--- src/spm_pkg.sv ---
/*
 Constants, register map and carrier types for the status pin monitor block.
 Assumes one 200 MHz system clock and APB register access.
*/
package spm_pkg;

    // Printed offsets are register indices; byte address is four times the index
    localparam logic [11:0] SPM_IDX_MON_FIRST = 12'h505;
    localparam logic [11:0] SPM_IDX_MON_SECOND = 12'h506;
    localparam logic [11:0] SPM_IDX_CTRL = 12'h507;
    localparam logic [11:0] SPM_IDX_STATE = 12'h50a;

    // Fields of status_pin_output_control
    localparam int SPM_CTRL_DIV_SECOND = 0;
    localparam int SPM_CTRL_DIV_FIRST = 1;
    localparam int SPM_CTRL_OE_FIRST = 2;
    localparam int SPM_CTRL_OE_SECOND = 3;
    localparam logic [3:0] SPM_CTRL_MASK = 4'hf;

    // Reset values
    localparam logic [3:0] SPM_CTRL_RESET = 4'h0;
    localparam logic [5:0] SPM_SEL_RESET = 6'h00;

    // Source select code ranges
    localparam logic [5:0] SPM_SEL_STATIC_LAST = 6'h0f;
    localparam logic [5:0] SPM_SEL_PLL1_LAST = 6'h13;
    localparam logic [5:0] SPM_SEL_PLL2_FIRST = 6'h14;
    localparam logic [5:0] SPM_SEL_PLL2_REF = 6'h16;
    localparam logic [5:0] SPM_SEL_PLL2_UP = 6'h17;
    localparam logic [5:0] SPM_SEL_PLL1_UP = 6'h13;

    // Static status levels from the clock generator core
    typedef struct packed {
        logic fast_lock;
        logic pll2_fb_ok;
        logic pll1_fb_ok;
        logic vcxo_ok;
        logic holdover;
        logic ref_b_ok;
        logic ref_a_ok;
        logic ref_b_selected;
        logic refs_missing;
        logic pll2_locked;
        logic pll1_locked;
    } spm_flags_type;

    // Dynamic clocks of one PLL; bit order matches the low two select bits
    typedef struct packed {
        logic pfd_up;
        logic ref_clk;
        logic pfd_down;
        logic feedback;
    } spm_dyn_type;

endpackage : spm_pkg

--- src/spm_status_mux.sv ---
/*
 Status pin monitor: two source multiplexers, divide-by-4 stages and output
 enables for the two status pins, with APB access to the select and control
 registers. Assumes status flags and PLL clocks arrive asynchronously and
 are much slower than sys_clk.
*/
// Implementation choice: the APB slave port.
`timescale 1ns/1ps
`default_nettype none

module spm_status_mux import spm_pkg::*; (
    // Clock and reset
    input wire logic sys_clk,
    input wire logic rst,
    // APB slave
    input wire logic psel,
    input wire logic penable,
    input wire logic pwrite,
    input wire logic [15:0] paddr,
    input wire logic [31:0] pwdata,
    output logic [31:0] prdata,
    output logic pready,
    output logic pslverr,
    // Status sources
    input wire spm_flags_type flags_in,
    input wire spm_dyn_type pll1_dyn_in,
    input wire spm_dyn_type pll2_dyn_in,
    // Status pins
    output logic status_pin_first_o,
    output logic status_pin_first_oe,
    output logic status_pin_second_o,
    output logic status_pin_second_oe
);

    localparam int NSRC = $bits(spm_flags_type) + 8;

    logic [NSRC-1:0] sync1_q, sync2_q;
    spm_flags_type flags;
    logic [7:0] dyn_sync, dyn_last_q, dyn_half_q;
    logic [5:0] sel_first_q, sel_second_q;
    logic [3:0] ctrl_q;
    logic mon_first, mon_second, mon_first_last_q, mon_second_last_q;
    logic [1:0] div_first_q, div_second_q;
    logic access, ack;
    logic [11:0] idx;

    // Two-flop synchronisers for every asynchronous source
    always_ff @(posedge sys_clk or posedge rst) begin
        if (rst) begin
            sync1_q <= '0;
            sync2_q <= '0;
        end else begin
            sync1_q <= {pll2_dyn_in, pll1_dyn_in, flags_in};
            sync2_q <= sync1_q;
        end
    end

    assign flags = spm_flags_type'(sync2_q[$bits(spm_flags_type)-1:0]);
    assign dyn_sync = sync2_q[NSRC-1:$bits(spm_flags_type)];

    // Divide-by-2 of each PLL clock: toggle on every synchronised rising edge
    generate
        for (genvar i = 0; i < 8; i++) begin : g_half
            always_ff @(posedge sys_clk or posedge rst) begin
                if (rst) begin
                    dyn_last_q[i] <= 1'b0;
                    dyn_half_q[i] <= 1'b0;
                end else begin
                    dyn_last_q[i] <= dyn_sync[i];
                    if (dyn_sync[i] && !dyn_last_q[i]) begin
                        dyn_half_q[i] <= ~dyn_half_q[i];
                    end
                end
            end
        end
    endgenerate

    function automatic logic mon_select(input logic [5:0] code, input logic second,
                                        input spm_flags_type f, input logic [7:0] half);
        logic r;
        r = 1'b0;
        if (code <= SPM_SEL_STATIC_LAST) begin
            case (code[3:0])
                4'h1: r = f.pll1_locked & f.pll2_locked;
                4'h2: r = f.pll1_locked;
                4'h3: r = f.pll2_locked;
                4'h4: r = f.refs_missing;
                4'h5: r = f.refs_missing & f.pll2_locked;
                4'h6: r = f.ref_b_selected;
                4'h7: r = f.ref_a_ok;
                4'h8: r = f.ref_b_ok;
                4'h9: r = f.holdover;
                4'ha: r = f.vcxo_ok;
                4'hb: r = f.pll1_fb_ok;
                4'hc: r = f.pll2_fb_ok;
                4'hd: r = f.fast_lock;
                4'he: r = f.ref_a_ok & f.ref_b_ok;
                4'hf: r = f.ref_a_ok & f.ref_b_ok & f.vcxo_ok & f.pll1_fb_ok & f.pll2_fb_ok;
                default: r = 1'b0;
            endcase
        end else if (code <= SPM_SEL_PLL1_LAST) begin
            r = !second && half[code[1:0]];
        end else if (code <= SPM_SEL_PLL2_UP) begin
            r = second && half[{1'b1, code[1:0]}];
        end else begin
            r = 1'b0;
        end
        return r;
    endfunction : mon_select

    assign mon_first = mon_select(sel_first_q, 1'b0, flags, dyn_half_q);
    assign mon_second = mon_select(sel_second_q, 1'b1, flags, dyn_half_q);

    // Divide-by-4: two-bit count of monitor rising edges, top bit is output
    always_ff @(posedge sys_clk or posedge rst) begin
        if (rst) begin
            mon_first_last_q <= 1'b0;
            mon_second_last_q <= 1'b0;
            div_first_q <= 2'h0;
            div_second_q <= 2'h0;
        end else begin
            mon_first_last_q <= mon_first;
            mon_second_last_q <= mon_second;
            if (mon_first && !mon_first_last_q) begin
                div_first_q <= div_first_q + 2'h1;
            end
            if (mon_second && !mon_second_last_q) begin
                div_second_q <= div_second_q + 2'h1;
            end
        end
    end

    // Pin drivers
    always_ff @(posedge sys_clk or posedge rst) begin
        if (rst) begin
            status_pin_first_o <= 1'b0;
            status_pin_second_o <= 1'b0;
            status_pin_first_oe <= 1'b0;
            status_pin_second_oe <= 1'b0;
        end else begin
            status_pin_first_o <= ctrl_q[SPM_CTRL_DIV_FIRST] ? div_first_q[1] : mon_first;
            status_pin_second_o <= ctrl_q[SPM_CTRL_DIV_SECOND] ? div_second_q[1] : mon_second;
            status_pin_first_oe <= ctrl_q[SPM_CTRL_OE_FIRST];
            status_pin_second_oe <= ctrl_q[SPM_CTRL_OE_SECOND];
        end
    end

    // APB: one wait state, answer in the second access cycle
    assign access = psel && penable && !pready;
    assign ack = psel && penable && pready;
    assign idx = paddr[13:2];

    always_ff @(posedge sys_clk or posedge rst) begin
        if (rst) begin
            pready <= 1'b0;
            pslverr <= 1'b0;
            prdata <= 32'h0000_0000;
        end else begin
            pready <= access;
            pslverr <= 1'b0;
            prdata <= 32'h0000_0000;
            if (access) begin
                case (idx)
                    SPM_IDX_MON_FIRST: prdata <= {26'h0, sel_first_q};
                    SPM_IDX_MON_SECOND: prdata <= {26'h0, sel_second_q};
                    SPM_IDX_CTRL: prdata <= {28'h0, ctrl_q};
                    SPM_IDX_STATE: prdata <= {28'h0, status_pin_second_o, status_pin_first_o,
                                              mon_second, mon_first};
                    default: pslverr <= 1'b1;
                endcase
            end
        end
    end

    // Writes take effect at the completing edge; the state register is read-only
    always_ff @(posedge sys_clk or posedge rst) begin
        if (rst) begin
            sel_first_q <= SPM_SEL_RESET;
            sel_second_q <= SPM_SEL_RESET;
            ctrl_q <= SPM_CTRL_RESET;
        end else if (ack && pwrite) begin
            case (idx)
                SPM_IDX_MON_FIRST: sel_first_q <= pwdata[5:0];
                SPM_IDX_MON_SECOND: sel_second_q <= pwdata[5:0];
                SPM_IDX_CTRL: ctrl_q <= pwdata[3:0] & SPM_CTRL_MASK;
                default: ;
            endcase
        end
    end

    // Checks
    pll2_ref_sel_a: assert property (@(posedge sys_clk) disable iff (rst)
        sel_second_q == SPM_SEL_PLL2_REF |-> mon_second == dyn_half_q[6])
        else $error("second monitor not PLL2 reference half rate");
    pll2_up_sel_a: assert property (@(posedge sys_clk) disable iff (rst)
        sel_second_q == SPM_SEL_PLL2_UP |-> mon_second == dyn_half_q[7])
        else $error("second monitor not PLL2 up pulse half rate");
    pin_enable_a: assert property (@(posedge sys_clk) disable iff (rst)
        $fell(ctrl_q[SPM_CTRL_OE_FIRST]) |=> !status_pin_first_oe [*2])
        else $error("first pin driven while disabled");
    second_enable_a: assert property (@(posedge sys_clk) disable iff (rst)
        1'b1 |=> status_pin_second_oe == $past(ctrl_q[SPM_CTRL_OE_SECOND]))
        else $error("second pin enable does not follow its control bit");
    first_div_a: assert property (@(posedge sys_clk) disable iff (rst)
        ctrl_q[SPM_CTRL_DIV_FIRST] && $stable(div_first_q) && $stable(ctrl_q)
        |=> $stable(status_pin_first_o))
        else $error("divided first pin moved without a count step");
    second_pass_a: assert property (@(posedge sys_clk) disable iff (rst)
        !ctrl_q[SPM_CTRL_DIV_SECOND] |=> status_pin_second_o == $past(mon_second))
        else $error("undivided second pin differs from its source");
    static_lock_a: assert property (@(posedge sys_clk) disable iff (rst)
        sel_first_q == 6'h01 |-> mon_first == (flags.pll1_locked && flags.pll2_locked))
        else $error("combined lock level wrong");
    pll1_up_a: assert property (@(posedge sys_clk) disable iff (rst)
        sel_first_q == SPM_SEL_PLL1_UP |-> mon_first == dyn_half_q[3])
        else $error("first monitor not PLL1 up pulse half rate");
    reserved_low_a: assert property (@(posedge sys_clk) disable iff (rst)
        sel_first_q > SPM_SEL_PLL2_UP || sel_second_q > SPM_SEL_PLL2_UP
        |-> !(sel_first_q > SPM_SEL_PLL2_UP && mon_first) && !(sel_second_q > SPM_SEL_PLL2_UP && mon_second))
        else $error("reserved code not low");

    div_used_c: cover property (@(posedge sys_clk) disable iff (rst)
        ctrl_q[SPM_CTRL_DIV_FIRST] && $rose(status_pin_first_o));
    pll2_view_c: cover property (@(posedge sys_clk) disable iff (rst)
        sel_second_q == SPM_SEL_PLL2_REF && $rose(status_pin_second_o));
    bad_addr_c: cover property (@(posedge sys_clk) disable iff (rst) pready && pslverr);

endmodule : spm_status_mux

`default_nettype wire

--- config.mk ---
export PLATFORM = sky130hd
export DESIGN_NAME = spm_status_mux
export DESIGN_NICKNAME = d
export VERILOG_FILES = /design/src/spm_pkg.sv /design/src/spm_status_mux.sv
export SDC_FILE = /design/constraint.sdc
export NUM_CORES = 1
export LEC_CHECK = 0
export ABC_AREA = 1
export BUFFER_PORTS_ARGS = -buffer_cell sky130_fd_sc_hd__buf_2
export CORE_AREA = 10 10 94 96
export CTS_CLUSTER_SIZE = 14
export DETAILED_ROUTE_END_ITERATION = 12
export DIE_AREA = 0 0 104 106
export GPL_TIMING_DRIVEN = 0
export PLACE_DENSITY_LB_ADDON = 0.05
export SLEW_MARGIN = 25
export SYNTH_ARGS = -nofsm -noshare
export SYNTH_HDL_FRONTEND = slang
export SYNTH_SLANG_ARGS = --single-unit
export TNS_END_PERCENT = 30
--- constraint.sdc ---
create_clock -name sys_clk -period 5.5 [get_ports sys_clk]
set_input_delay 1.1 -clock sys_clk [delete_from_list [all_inputs] [get_ports sys_clk]]
set_output_delay 1.1 -clock sys_clk [all_outputs]
set_load 0.1 [all_outputs]
==> impl_metrics.csv <==
group,metric,value,unit
outcome,outcome,"finished, final reports clean",
grt,grt_max_degree,47,
critical_path,crit_required,4.40,ns
floorplan,num_rows,31,
yosys,yosysMostFrequentCell,"nand2_1",
route,dr.max_layer_used,"met4",
layout,seq_area,2200,µm²
sta,rsz0062_at_grt,"no",
placement,place_hpwl,5570,µm
flow_run,drv_cap,0,
cts,clock_latency,0.35,ns
critical_path,slowest_stage,"buf_2",
sta,finalCriticalPeriod,2.28,ns
route,routedWlPerCell,12.5,µm
worst_hold_path,hold_path_class,"reg2reg",
sta,report.final.slew_viol_count,0,
critical_path,path_class,"reg2out",
layout,syn_to_final_growth,18.5,%
yosys,synth_top_area_frac,0.595,
sta,finalCritPeriodShare,0.414,
critical_path,path_max_fanout,4,
cts,root_buffer,"clkbuf_8",
yosys,ys_types,30,
yosys,yosysWarnings,0,
yosys,async_flop_share,1.00,
sta,worst_clock_skew,0.0119,ns
layout,nets,549,
sta,hold_slack,0.351,ns
placement,placed_cell_area,4210,µm²
layout,multi_input_area,1180,µm²
route,met2WireLength,3170,µm
placement,port-buffer-count,53,
sta,hold_viol,0,
sta,setup_viol,0,
critical_path,critPathBufInv,1,
yosys,synth_commonest_cells,"nand2_1 (95), dfrtp_1 (88), inv_1 (45), nor2_1 (37), buf_4 (29)",
critical_path,cpPeakStageDelay,0.44,ns
critical_path,start_kind,"flip-flop",
yosys,yosys.area.top_type,"dfrtp_1",
power,ir_drop,200,µV
route,dr_total_vias,2610,
route,viasPerCell,4.50,
floorplan,io_pins,110,
yosys,ys_seq_area_frac,0.595,
cts,cts_buffers,9,
yosys,ys.flop_type,"dfrtp_1",
floorplan,die_w,104,µm
route,wl_met3,542,µm
critical_path,arrival,1.18,ns
grt,grt_pass1_wl,13000,µm
cts,cts_tree,"yes",
critical_path,path_cells,"buf_2",
layout,fin_area,4390,µm²
cts,h-tree-depth,3,
grt,antenna_found_initial,0,
yosys,synthTopCellsByArea,"dfrtp_1 (59%), nand2_1 (9.6%), buf_4 (5.9%), inv_1 (4.6%), nor2_1 (3.8%)",
sta,timing.fmax,0.439,GHz
critical_path,crit_family,"buffers and inverters",
cts,cts_resized,0,
cts,cts.reportedPaths.clkPinSlew,0.09,ns
grt,track_usage,0.142,
layout,num_antenna_cells,0,
cts,postCtsHoldBufs,0,
critical_path,r2r_setup_slack,3.78,ns
floorplan,die_area,11000,µm²
power,report.power.total,1.32,mW
power,leakagePower,2.35,nW
floorplan,start_util,0.524,
yosys,synth-edff-count,0,
sta,worstMarginPinSlew,0.546,ns
sta,slew_headroom,0.636,
route,drtAntennaViolNets,0,
grt,grt_pass1_vias,2760,
grt,grt_overflow_total,0,
critical_path,end_kind,"primary output",
route,firstDrtPassIters,4,
cts,cts_setup_buffers,0,
layout,n_fill_cell,642,
yosys,synthCells,387,
floorplan,coreArea,7060,µm²
route,drt-total-wl,7240,µm
layout,drive_gt1_frac,0.252,
placement,gp_congestion,0.845,
route,drt-initial-drc-count,81,
sta,tns,0,ns
cts,clock_sinks,88,
route,route.detailed.drc,0,
cts,clockBufferDepth,2,
floorplan,die_y,106,µm
power,p_per_area,300,nW/µm²
yosys,ys_ff_latch,88,
yosys,synth.cell_area,3700,µm²
route,met1_length,3350,µm
yosys,syn_avg_cell_area,9.56,µm²
==> layout by cell type (no fill, tap or decap), drive strengths merged, types with 3 or more instances in the layout <==
| master | instances |
|---|---|
| clkbuf | 11 |
| buf | 86 |
| nand2 | 98 |
| a21oi | 7 |
| inv | 48 |
| nand4 | 6 |
| o21ai | 24 |
| nor3 | 3 |
| nor2 | 40 |
| nand3 | 25 |
| dfrtp | 88 |
| xnor2 | 4 |
| conb | 26 |
| xor2 | 6 |
==> metrics by stage <==
| step | instances | setup WS, ns | util |
|---|---|---|---|
| CTS | 580 | 3.21 | 0.621 |
| global route | 580 | 3.16 | 0.621 |
| floorplan | 412 | 2.12 | - |
| finish | 580 | 3.22 | 0.621 |
| global placement | 564 | 1.23 | 0.593 |
| detailed placement | 565 | 3.00 | 0.596 |
==> worst paths after layout <==
kind,startpoint,endpoint,cells after the start
min reg2reg,sync1_q[7]$_DFF_PP0_,sync2_q[7]$_DFF_PP0_,0
max reg2reg,sel_second_q[1]$_DFFE_PP0P_,prdata[1]$_DFF_PP0_,10
min in group asynchronous,rst,sync2_q[14]$_DFF_PP0_,2
min,sync1_q[7]$_DFF_PP0_,sync2_q[7]$_DFF_PP0_,0
max in group asynchronous,rst,sync2_q[1]$_DFF_PP0_,3
max,pready$_DFF_PP0_,pready,1
==> power by group <==
group	total [mW]	leakage [nW]	internal (mW)	switching, mW
Combinational	0.194	1.16	0.0538	0.140
Sequential	0.717	1.10	0.695	0.0223
Clock	0.406	0.0878	0.187	0.219
Total	1.32	2.35	0.936	0.382
==> flip-flops by register name, indices dropped and copies added (netlist names), 2 cells and up <==
name / count
sync2_q: 19
div_second_q: 2
ctrl_q: 4
dyn_last_q: 8
prdata: 6
div_first_q: 2
sel_first_q: 6
sync1_q: 19
dyn_half_q: 8
sel_second_q: 6
==> area by class of cell <==
cell class / instances / share of cell area
repair buffers: 54 / 0.0650
plain buffers: 32 / 0.0545
clock inverters: 4 / 0.00656
flip-flops and latches: 88 / 0.502
inverters: 47 / 0.0408
well taps: 99 / 0.0282
clock buffers: 11 / 0.0345
multi-input cells: 245 / 0.268
==> routing by layer <==
metal,GRT usage,vias up
met5,0,-
met4,0.0676,0
met3,0.0568,16
met2,0.213,87
met1,0.176,1175
li1,-,1332
==> cell families after synthesis <==
group / after synthesis / share of synthesized area
simple gates: 173 / 0.208
flops: 88 / 0.595
compound gates: 36 / 0.0602
buf+inv: 79 / 0.112
other cells: 1 / 0.00101
xor+xnor: 10 / 0.0237
Note: power is estimated with default switching activity, not from simulation.
